[config.mk]
export PLATFORM = sky130hd
export DESIGN_NAME = fail_safe_clock_monitor
export DESIGN_NICKNAME = d
export VERILOG_FILES = /design/src/core/fail_safe_clock_monitor_pkg.sv /design/src/core/fail_safe_clock_monitor.sv
export SDC_FILE = /design/constraint.sdc
export NUM_CORES = 1
export LEC_CHECK = 0
export ABC_AREA = 1
export BUFFER_PORTS_ARGS = -buffer_cell sky130_fd_sc_hd__buf_2
export CORE_ASPECT_RATIO = 0.6
export CORE_MARGIN = 2
export CORE_UTILIZATION = 46
export DETAILED_ROUTE_END_ITERATION = 16
export PLACE_DENSITY_LB_ADDON = 0.15
export RECOVER_POWER = 100
export SKIP_CTS_REPAIR_TIMING = 1
export SLEW_MARGIN = 40
export SYNTH_ARGS = -nofsm -noshare
export SYNTH_HDL_FRONTEND = slang
export SYNTH_SLANG_ARGS = --single-unit
[constraint.sdc]
create_clock -name clk -period 1.45 [get_ports clk]
set_input_delay 0.2175 -clock clk [delete_from_list [all_inputs] [get_ports clk]]
set_output_delay 0.2175 -clock clk [all_outputs]
set_load 0.005 [all_outputs]
[src/core/fail_safe_clock_monitor_pkg.sv]
package fail_safe_clock_monitor_pkg;

   // =========================================================
   // Register map (byte addresses, one word each)
   localparam logic [7:0] ADDR_CONFIG  = 8'h00;
   localparam logic [7:0] ADDR_OSCCTL  = 8'h04;
   localparam logic [7:0] ADDR_STATUS  = 8'h08;
   localparam logic [7:0] ADDR_FLAGS   = 8'h0c;
   localparam logic [7:0] ADDR_ENABLES = 8'h10;

   // =========================================================
   // Field positions
   localparam int CFG_EN_BIT     = 0;
   localparam int CFG_MODE_LSB   = 4;
   localparam int CTL_INTERNAL_FREQ_SELECT_LSB   = 0;
   localparam int CTL_SCS_BIT    = 4;
   localparam int ST_SETTLED_BIT = 0;
   localparam int ST_FAILSAFE    = 1;
   localparam int ST_INTCLK_BIT  = 2;
   localparam int FLAG_FAIL_BIT  = 0;

   // =========================================================
   // External oscillator modes
   localparam logic [2:0] MODE_LP = 3'h0;
   localparam logic [2:0] MODE_XT = 3'h1;
   localparam logic [2:0] MODE_HS = 3'h2;
   localparam logic [2:0] MODE_EC = 3'h3;
   localparam logic [2:0] MODE_RC = 3'h4;

   // =========================================================
   // Reset values and timing
   localparam logic [2:0]  INTERNAL_FREQ_SELECT_RESET    = 3'h3;
   localparam logic [2:0]  MODE_RESET    = 3'h2;
   localparam logic        FCM_EN_RESET  = 1'h1;
   localparam int          SAMPLE_DIV    = 64;
   localparam int          HALF_DIV      = SAMPLE_DIV / 2;
   localparam int          OST_CYCLES    = 1024;
   localparam logic [31:0] WORD_ZERO     = 32'h0000_0000;

   // =========================================================
   // Grouped control fields
   typedef struct packed {
      logic [2:0] mode;
      logic       enable;
   } config_t;

   typedef struct packed {
      logic       scs_hi;
      logic [2:0] freq_sel;
   } osc_ctl_t;

   typedef enum logic [2:0] {
      ST_WAIT_OST = 3'b001,
      ST_RUN_EXT  = 3'b010,
      ST_FAIL     = 3'b100
   } fsm_t;

endpackage

[src/core/fail_safe_clock_monitor.sv]
// Our own choices: the address map and the APB interface to the registers.
`timescale 1ns/1ps
`default_nettype none

module fail_safe_clock_monitor
   import fail_safe_clock_monitor_pkg::*;
#(
   parameter int OST_LEN = OST_CYCLES
)(
   input  wire logic        clk,
   input  wire logic        rst_n,
   input  wire logic        ext_osc,
   input  wire logic        low_freq_internal_osc,
   input  wire logic        wake_up,
   input  wire logic        psel,
   input  wire logic        penable,
   input  wire logic        pwrite,
   input  wire logic [7:0]  paddr,
   input  wire logic [31:0] pwdata,
   output logic [31:0]      prdata,
   output logic             pready,
   output logic             pslverr,
   output logic             irq,
   output logic             sys_clk_internal,
   output logic [2:0]       internal_freq_select,
   output logic             startup_settled_status,
   output logic             fail_safe_active
);

   // =========================================================
   // Helpers
   function automatic logic skip_ost(input logic [2:0] m);
      skip_ost = (m == MODE_EC) || (m == MODE_RC);
   endfunction

   // Places a flag or a three-bit field into a read word
   function automatic logic [31:0] put_bit(input logic b, input int pos);
      put_bit      = WORD_ZERO;
      put_bit[pos] = b;
   endfunction

   function automatic logic [31:0] put3(input logic [2:0] v, input int lsb);
      put3           = WORD_ZERO;
      put3[lsb +: 3] = v;
   endfunction

   // =========================================================
   // Pin synchronisers
   logic ext_s1;
   logic ext_s2;
   logic ext_s3;
   logic lf_s1;
   logic lf_s2;
   logic lf_s3;

   // Two flops settle the pin, the third only feeds the edge detect
   always_ff @(posedge clk) begin
      ext_s1 <= ext_osc;
      ext_s2 <= ext_s1;
      ext_s3 <= ext_s2;
   end

   always_ff @(posedge clk) begin
      lf_s1 <= low_freq_internal_osc;
      lf_s2 <= lf_s1;
      lf_s3 <= lf_s2;
   end

   wire ext_fall = ext_s3 & ~ext_s2;
   wire lf_rise  = lf_s2 & ~lf_s3;

   // =========================================================
   // Registers
   config_t    cfg;
   osc_ctl_t   ctl;
   logic       osc_fail_flag;
   logic       osc_fail_irq_enable;
   fsm_t       state;
   fsm_t       next_state;
   logic [5:0] div_cnt;
   logic       sample_clk;
   logic       fail_latch;
   logic [15:0] ost_cnt;

   // =========================================================
   // Sample clock
   localparam logic [5:0] DIV_LAST  = 6'(SAMPLE_DIV - 1);
   localparam logic [5:0] HALF_LAST = 6'(HALF_DIV - 1);

   wire div_half = lf_rise && (div_cnt == HALF_LAST);
   wire div_wrap = lf_rise && (div_cnt == DIV_LAST);
   wire samp_rise = div_wrap;
   wire samp_fall = div_half;

   always_ff @(posedge clk) begin
      if (!rst_n) begin
         div_cnt    <= 6'h00;
         sample_clk <= 1'b0;
      end else begin
         if (lf_rise) begin
            div_cnt <= div_cnt + 6'h01;
         end
         if (div_wrap) begin
            sample_clk <= 1'b1;
         end else if (div_half) begin
            sample_clk <= 1'b0;
         end
      end
   end

   // =========================================================
   // Fail detector
   // Set has priority so a low edge in the clear cycle counts
   always_ff @(posedge clk) begin
      if (!rst_n) begin
         fail_latch <= 1'b1;
      end else if (ext_fall) begin
         fail_latch <= 1'b1;
      end else if (samp_rise) begin
         fail_latch <= 1'b0;
      end
   end

   // Checked at sample low edge: a whole high half has passed
   wire fail_seen = samp_fall && !fail_latch && sample_clk;

   // =========================================================
   // Bus decode
   wire acc    = psel & penable & pready;
   wire wr     = acc & pwrite;
   wire hit_cfg = paddr == ADDR_CONFIG;
   wire hit_ctl = paddr == ADDR_OSCCTL;
   wire hit_st  = paddr == ADDR_STATUS;
   wire hit_fl  = paddr == ADDR_FLAGS;
   wire hit_en  = paddr == ADDR_ENABLES;
   wire mapped  = hit_cfg | hit_ctl | hit_st | hit_fl | hit_en;

   wire wr_cfg = wr & hit_cfg;
   wire wr_ctl = wr & hit_ctl;
   wire wr_fl  = wr & hit_fl;
   wire wr_en  = wr & hit_en;

   wire       new_scs  = pwdata[CTL_SCS_BIT];
   wire [2:0] new_internal_freq_select = pwdata[CTL_INTERNAL_FREQ_SELECT_LSB +: 3];
   wire       new_en   = pwdata[CFG_EN_BIT];
   wire [2:0] new_mode = pwdata[CFG_MODE_LSB +: 3];

   // A change of the select bit is the restart request
   wire scs_toggle = wr_ctl && (new_scs != ctl.scs_hi);

   // =========================================================
   // Start-up timer
   localparam logic [15:0] OST_LAST = 16'(OST_LEN - 1);

   wire ost_restart = wake_up | scs_toggle;
   wire ost_done    = ost_cnt == OST_LAST;
   wire ost_expire  = (state == ST_WAIT_OST) &&
                      (skip_ost(cfg.mode) ||
                       (ext_fall && ost_done));

   // Counts only external falls, so a dead oscillator never expires outside EC and RC modes
   wire ost_step = (state == ST_WAIT_OST) && ext_fall && !ost_done;

   always_ff @(posedge clk) begin
      if (!rst_n || ost_restart) begin
         ost_cnt <= 16'h0000;
      end else if (ost_step) begin
         ost_cnt <= ost_cnt + 16'h0001;
      end
   end

   // =========================================================
   // Fail-safe sequencer
   always_comb begin
      next_state = state;
      unique case (state)
         ST_WAIT_OST: begin
            if (ost_expire) begin
               next_state = ST_RUN_EXT;
            end
         end
         ST_RUN_EXT: begin
            if (ost_restart) begin
               next_state = ST_WAIT_OST;
            end else if (cfg.enable && fail_seen) begin
               next_state = ST_FAIL;
            end
         end
         ST_FAIL: begin
            // Stays here until wake_up or a firmware select toggle restarts the timer
            if (ost_restart) begin
               next_state = ST_WAIT_OST;
            end
         end
         default: begin
            next_state = ST_WAIT_OST;
         end
      endcase
   end

   wire fail_event = (state == ST_RUN_EXT) && (next_state == ST_FAIL);

   // Without the monitor the core waits on the external clock
   wire next_int = (next_state == ST_FAIL) ||
                   ((next_state == ST_WAIT_OST) && cfg.enable);

   always_ff @(posedge clk) begin
      if (!rst_n) begin
         state <= ST_WAIT_OST;
      end else begin
         state <= next_state;
      end
   end

   // =========================================================
   // Software registers
   config_t  next_cfg;
   osc_ctl_t next_ctl;
   logic     next_irq_enable;
   logic     next_fail_flag;

   assign next_cfg = wr_cfg ? {new_mode, new_en} : cfg;
   assign next_ctl = wr_ctl ? {new_scs, new_internal_freq_select} : ctl;
   assign next_irq_enable = wr_en ? pwdata[FLAG_FAIL_BIT]
                                  : osc_fail_irq_enable;
   // Set wins over a same-cycle write of one
   assign next_fail_flag = fail_event ? 1'b1 :
                           (wr_fl && pwdata[FLAG_FAIL_BIT]) ? 1'b0 :
                           osc_fail_flag;

   always_ff @(posedge clk) begin
      if (!rst_n) begin
         cfg.enable <= FCM_EN_RESET;
         cfg.mode   <= MODE_RESET;
      end else begin
         cfg <= next_cfg;
      end
   end

   always_ff @(posedge clk) begin
      if (!rst_n) begin
         ctl.scs_hi   <= 1'b0;
         ctl.freq_sel <= INTERNAL_FREQ_SELECT_RESET;
      end else begin
         ctl <= next_ctl;
      end
   end

   always_ff @(posedge clk) begin
      if (!rst_n) begin
         osc_fail_irq_enable <= 1'b0;
      end else begin
         osc_fail_irq_enable <= next_irq_enable;
      end
   end

   always_ff @(posedge clk) begin
      if (!rst_n) begin
         osc_fail_flag <= 1'b0;
      end else begin
         osc_fail_flag <= next_fail_flag;
      end
   end

   // =========================================================
   // Read mux
   wire [31:0] cfg_word = put_bit(cfg.enable, CFG_EN_BIT) |
                          put3(cfg.mode, CFG_MODE_LSB);
   wire [31:0] ctl_word = put_bit(ctl.scs_hi, CTL_SCS_BIT) |
                          put3(ctl.freq_sel, CTL_INTERNAL_FREQ_SELECT_LSB);
   // Status is read from the output flops, so it matches the pins
   wire [31:0] st_word  = put_bit(startup_settled_status, ST_SETTLED_BIT) |
                          put_bit(fail_safe_active, ST_FAILSAFE) |
                          put_bit(sys_clk_internal, ST_INTCLK_BIT);
   wire [31:0] fl_word  = put_bit(osc_fail_flag, FLAG_FAIL_BIT);
   wire [31:0] en_word  = put_bit(osc_fail_irq_enable, FLAG_FAIL_BIT);

   wire [31:0] rd_word =
      hit_cfg ? cfg_word :
      hit_ctl ? ctl_word :
      hit_st  ? st_word :
      hit_fl  ? fl_word :
      hit_en  ? en_word :
      WORD_ZERO;

   // =========================================================
   // APB slave: one wait state per access
   wire        apb_wait     = psel && penable && !pready;
   wire        next_pslverr = apb_wait && !mapped;
   wire [31:0] next_prdata  = (apb_wait && !pwrite && mapped) ? rd_word
                                                             : WORD_ZERO;

   always_ff @(posedge clk) begin
      if (!rst_n) begin
         pready  <= 1'b0;
         pslverr <= 1'b0;
         prdata  <= WORD_ZERO;
      end else begin
         pready  <= apb_wait;
         pslverr <= next_pslverr;
         prdata  <= next_prdata;
      end
   end

   // =========================================================
   // Outputs
   wire next_irq     = osc_fail_flag & osc_fail_irq_enable;
   wire next_settled = next_state == ST_RUN_EXT;
   wire next_fsafe   = next_state == ST_FAIL;

   always_ff @(posedge clk) begin
      if (!rst_n) begin
         irq <= 1'b0;
      end else begin
         irq <= next_irq;
      end
   end

   always_ff @(posedge clk) begin
      if (!rst_n) begin
         sys_clk_internal <= 1'b0;
      end else begin
         sys_clk_internal <= next_int;
      end
   end

   always_ff @(posedge clk) begin
      if (!rst_n) begin
         internal_freq_select <= INTERNAL_FREQ_SELECT_RESET;
      end else begin
         internal_freq_select <= ctl.freq_sel;
      end
   end

   always_ff @(posedge clk) begin
      if (!rst_n) begin
         startup_settled_status <= 1'b0;
      end else begin
         startup_settled_status <= next_settled;
      end
   end

   always_ff @(posedge clk) begin
      if (!rst_n) begin
         fail_safe_active <= 1'b0;
      end else begin
         fail_safe_active <= next_fsafe;
      end
   end

endmodule // fail_safe_clock_monitor

`default_nettype wire

==> flow_summary_export.csv <==
group,metric,value,unit
worst_setup_path,max_stage_delay,0.30,ns
logic_synthesis,yosys-top-cells-area,"dfxtp_1 40%, nand2_1 11%, buf_4 6.9%",
logic_synthesis,yosys_warnings,0,
run_status,outcome,"finished, final reports clean",
worst_setup_path,start_kind,"register",
grt,grt_pass1_vias,2166,
sta,holdWs,0.0954,ns
grt,grt_max_degree,19,
place,port_buffers,36,
die,die_w,107,um
logic_synthesis,synth_top_area_cell,"dfxtp_1",
pwr,leakage,1.45,nW
pwr,power.total,3.32,mW
cts,cts_root_buf,"clkbuf_8",
pwr,power_switching,0.763,mW
sta,min_period,1.36,ns
pwr,switching_share,23.0,%
worst_setup_path,crit_chain,"inv_1, nand3_1, nor2_1, nand2_4, buf_12, o21ai_0, a21oi_1",
logic_synthesis,syn_area,2920,um2
cts,clk_path_buf_depth,2,
pwr,p_clk_share,45.5,%
grt,grt_usage,18.7,%
worst_setup_path,crit_required,1.67,ns
logic_synthesis,synth_cell_types,38,
die,row_count,22,
cts,cts.sinks,58,
pwr,seqPwrFrac,48.9,%
pwr,pwr-share-comb,5.7,%
drt,drc,0,
worst_hold_path,hold_start,"pwdata[1]",
sta,fmax,0.733,GHz
pwr,power.internal,2.56,mW
sta,finalSetupTns,0,ns
cells_and_area,instances_no_fill,530,
cells_and_area,final_util,56.3,%
logic_synthesis,synth_commonest_cells,"87 x nand2_1, 58 x dfxtp_1, 45 x nor2_1",
drt,drt.antenna.violating_nets,0,
place,place_inst,511,
place,post_dp_cell_area,3170,um2
grt,grt_pass1_wl,9940,um
cts,insertion_delay,0.34,ns
sta,setup_viol,0,
cells_and_area,fillers,621,
worst_setup_path,slowest_stage,"dfxtp_1",
worst_setup_path,critPathKind,"register to register",
cells_and_area,drive_gt1_share,27.8,%
cts,htreeDepth,3,
place,dpl_worst_slack,0.0208,ns
sta,finClkSkew,0.00830,ns
worst_setup_path,cp-startpoint,"state[1]",
cts,cts_made_buffers,9,
cells_and_area,final_area,3440,um2
logic_synthesis,yosysMostFrequentCell,"nand2_1",
logic_synthesis,synth.avg_cell_area,7.60,um2
drt,num_vias,2481,
sta,final_max_slew_viol_count,0,
logic_synthesis,netlist.area_leader.share,39.8,%
cts,path_clk_slew,0.07,ns
die,die_y,65.7,um
pwr,p_per_area,966,nW/um2
die,initial_core_util,47.7,%
grt,grt_overflow_total,0,
logic_synthesis,seq_area_frac_synth,39.8,%
place,globalplace.congestion,0.871,
drt,first_pass_iters,4,
worst_hold_path,hp-class,"input port to register",
sta,setup_ws,0.0858,ns
drt,finalWirelength,6080,um
sta,rsz0062_at_grt,"no",
worst_setup_path,endpoint_kind,"register",
grt,antenna_found_initial,0,
cells_and_area,nets,491,
worst_setup_path,cp_max_fo,5,
logic_synthesis,synth-edff-count,0,
cts,cts_tree,"done",
logic_synthesis,yosys_register_bits,58,
cells_and_area,num_antenna_cells,0,
die,coreArea,6110,um2
sta,final-hold-violation-count,0,
cells_and_area,syn_to_final_growth,17.9,%
drt,drt_iter0_markers,164,
worst_setup_path,r2r_start,"state[1]",
pwr,ir_worst_vdd,573,uV
logic_synthesis,synth_ff_type,"dfxtp_1",
die,pin_count,89,
place,dp_hpwl,4600,um
drt,wl_per_cell,11.5,um
worst_setup_path,worstPathArrival,1.59,ns
drt,vias_per_cell,4.68,
die,fp.dieArea,7020,um2
logic_synthesis,async_reset_ff_share,0,%
sta,post-route-period-util,94.1,%
job,cap_viol_max_count,0,
logic_synthesis,synthCells,384,
[layout make-up]
| class | count | area, um2 | share of cell area, % |
|---|---|---|---|
| inverters | 34 | 133 | 3.86 |
| clock buffers | 11 | 151 | 4.40 |
| well taps | 84 | 105 | 3.06 |
| multi-input cells | 285 | 1490 | 43.3 |
| clock inverters | 5 | 52.6 | 1.53 |
| repair buffers | 53 | 334 | 9.71 |
| flip-flops and latches | 58 | 1180 | 34.2 |
[kinds of logic (layout without fill, tap and decap cells)]
kind of cell | count (synthesis) | after routing | synth area share, %
xor+xnor | 11 | 11 | 3.30
simple gates | 203 | 203 | 33.4
buf+inv | 66 | 103 | 13.3
fa+ha+maj | 2 | 2 | 0.857
compound gates | 43 | 43 | 9.26
other cells | 1 | 26 | 0.129
flops | 58 | 58 | 39.8
[registers in the layout (all words and copies together), names as in the netlist, 3 cells and up]
signal                count
internal_freq_select      3
prdata                    6
ost_cnt                  16
cfg                       4
div_cnt                   6
ctl                       4
state                     3
[power groups by stage]
stage	logic (mW)	registers (mW)	clock network, mW
finish	0.189	1.62	1.51
CTS	0.182	1.62	1.54
global placement	0.178	1.66	0
global route	0.212	1.62	1.64
detailed placement	0.181	1.66	0
floorplan	0.167	1.66	0
[worst paths after layout]
path,cells after the start,slack (ns),endpoint
worst max-delay path,7,0.09,ost_cnt[7]
worst min-delay path,3,0.1,ctl[1]
worst max register to register,7,0.09,ost_cnt[7]
worst min register to register,0,0.33,lf_s2
[layer usage]
| metal | part of all wire, % | GRT usage (%) | wire, um |
|---|---|---|---|
| met1 | 54 | 26.5 | 3290 |
| met2 | 38 | 24.9 | 2320 |
| met3 | 7.3 | 8.04 | 441 |
| met4 | 0.44 | 6.17 | 27 |
| met5 | 0 | 0 | 0 |
[worst max-delay path, delay by kind of cell, from the launching register on]
kind,cells,cell delay (ns)
AO/OA/AOI/OAI,2,0.23
AND/OR/NAND/NOR,3,0.47
buffers and inverters,2,0.25
flip-flops,1,0.30
[placed cells by master, fill, tap and decap left out, types with 9 or more instances in the layout]
master,n
clkbuf_8,11
nand2_1,88
buf_2,33
nand2_2,10
a21oi_1,17
dfxtp_2,9
buf_4,13
nor2_1,42
conb_1,26
dfxtp_1,48
nor2_2,10
o21ai_0,11
inv_1,27
nand3_1,17
No activity file was read; power rests on OpenSTA's default activity.
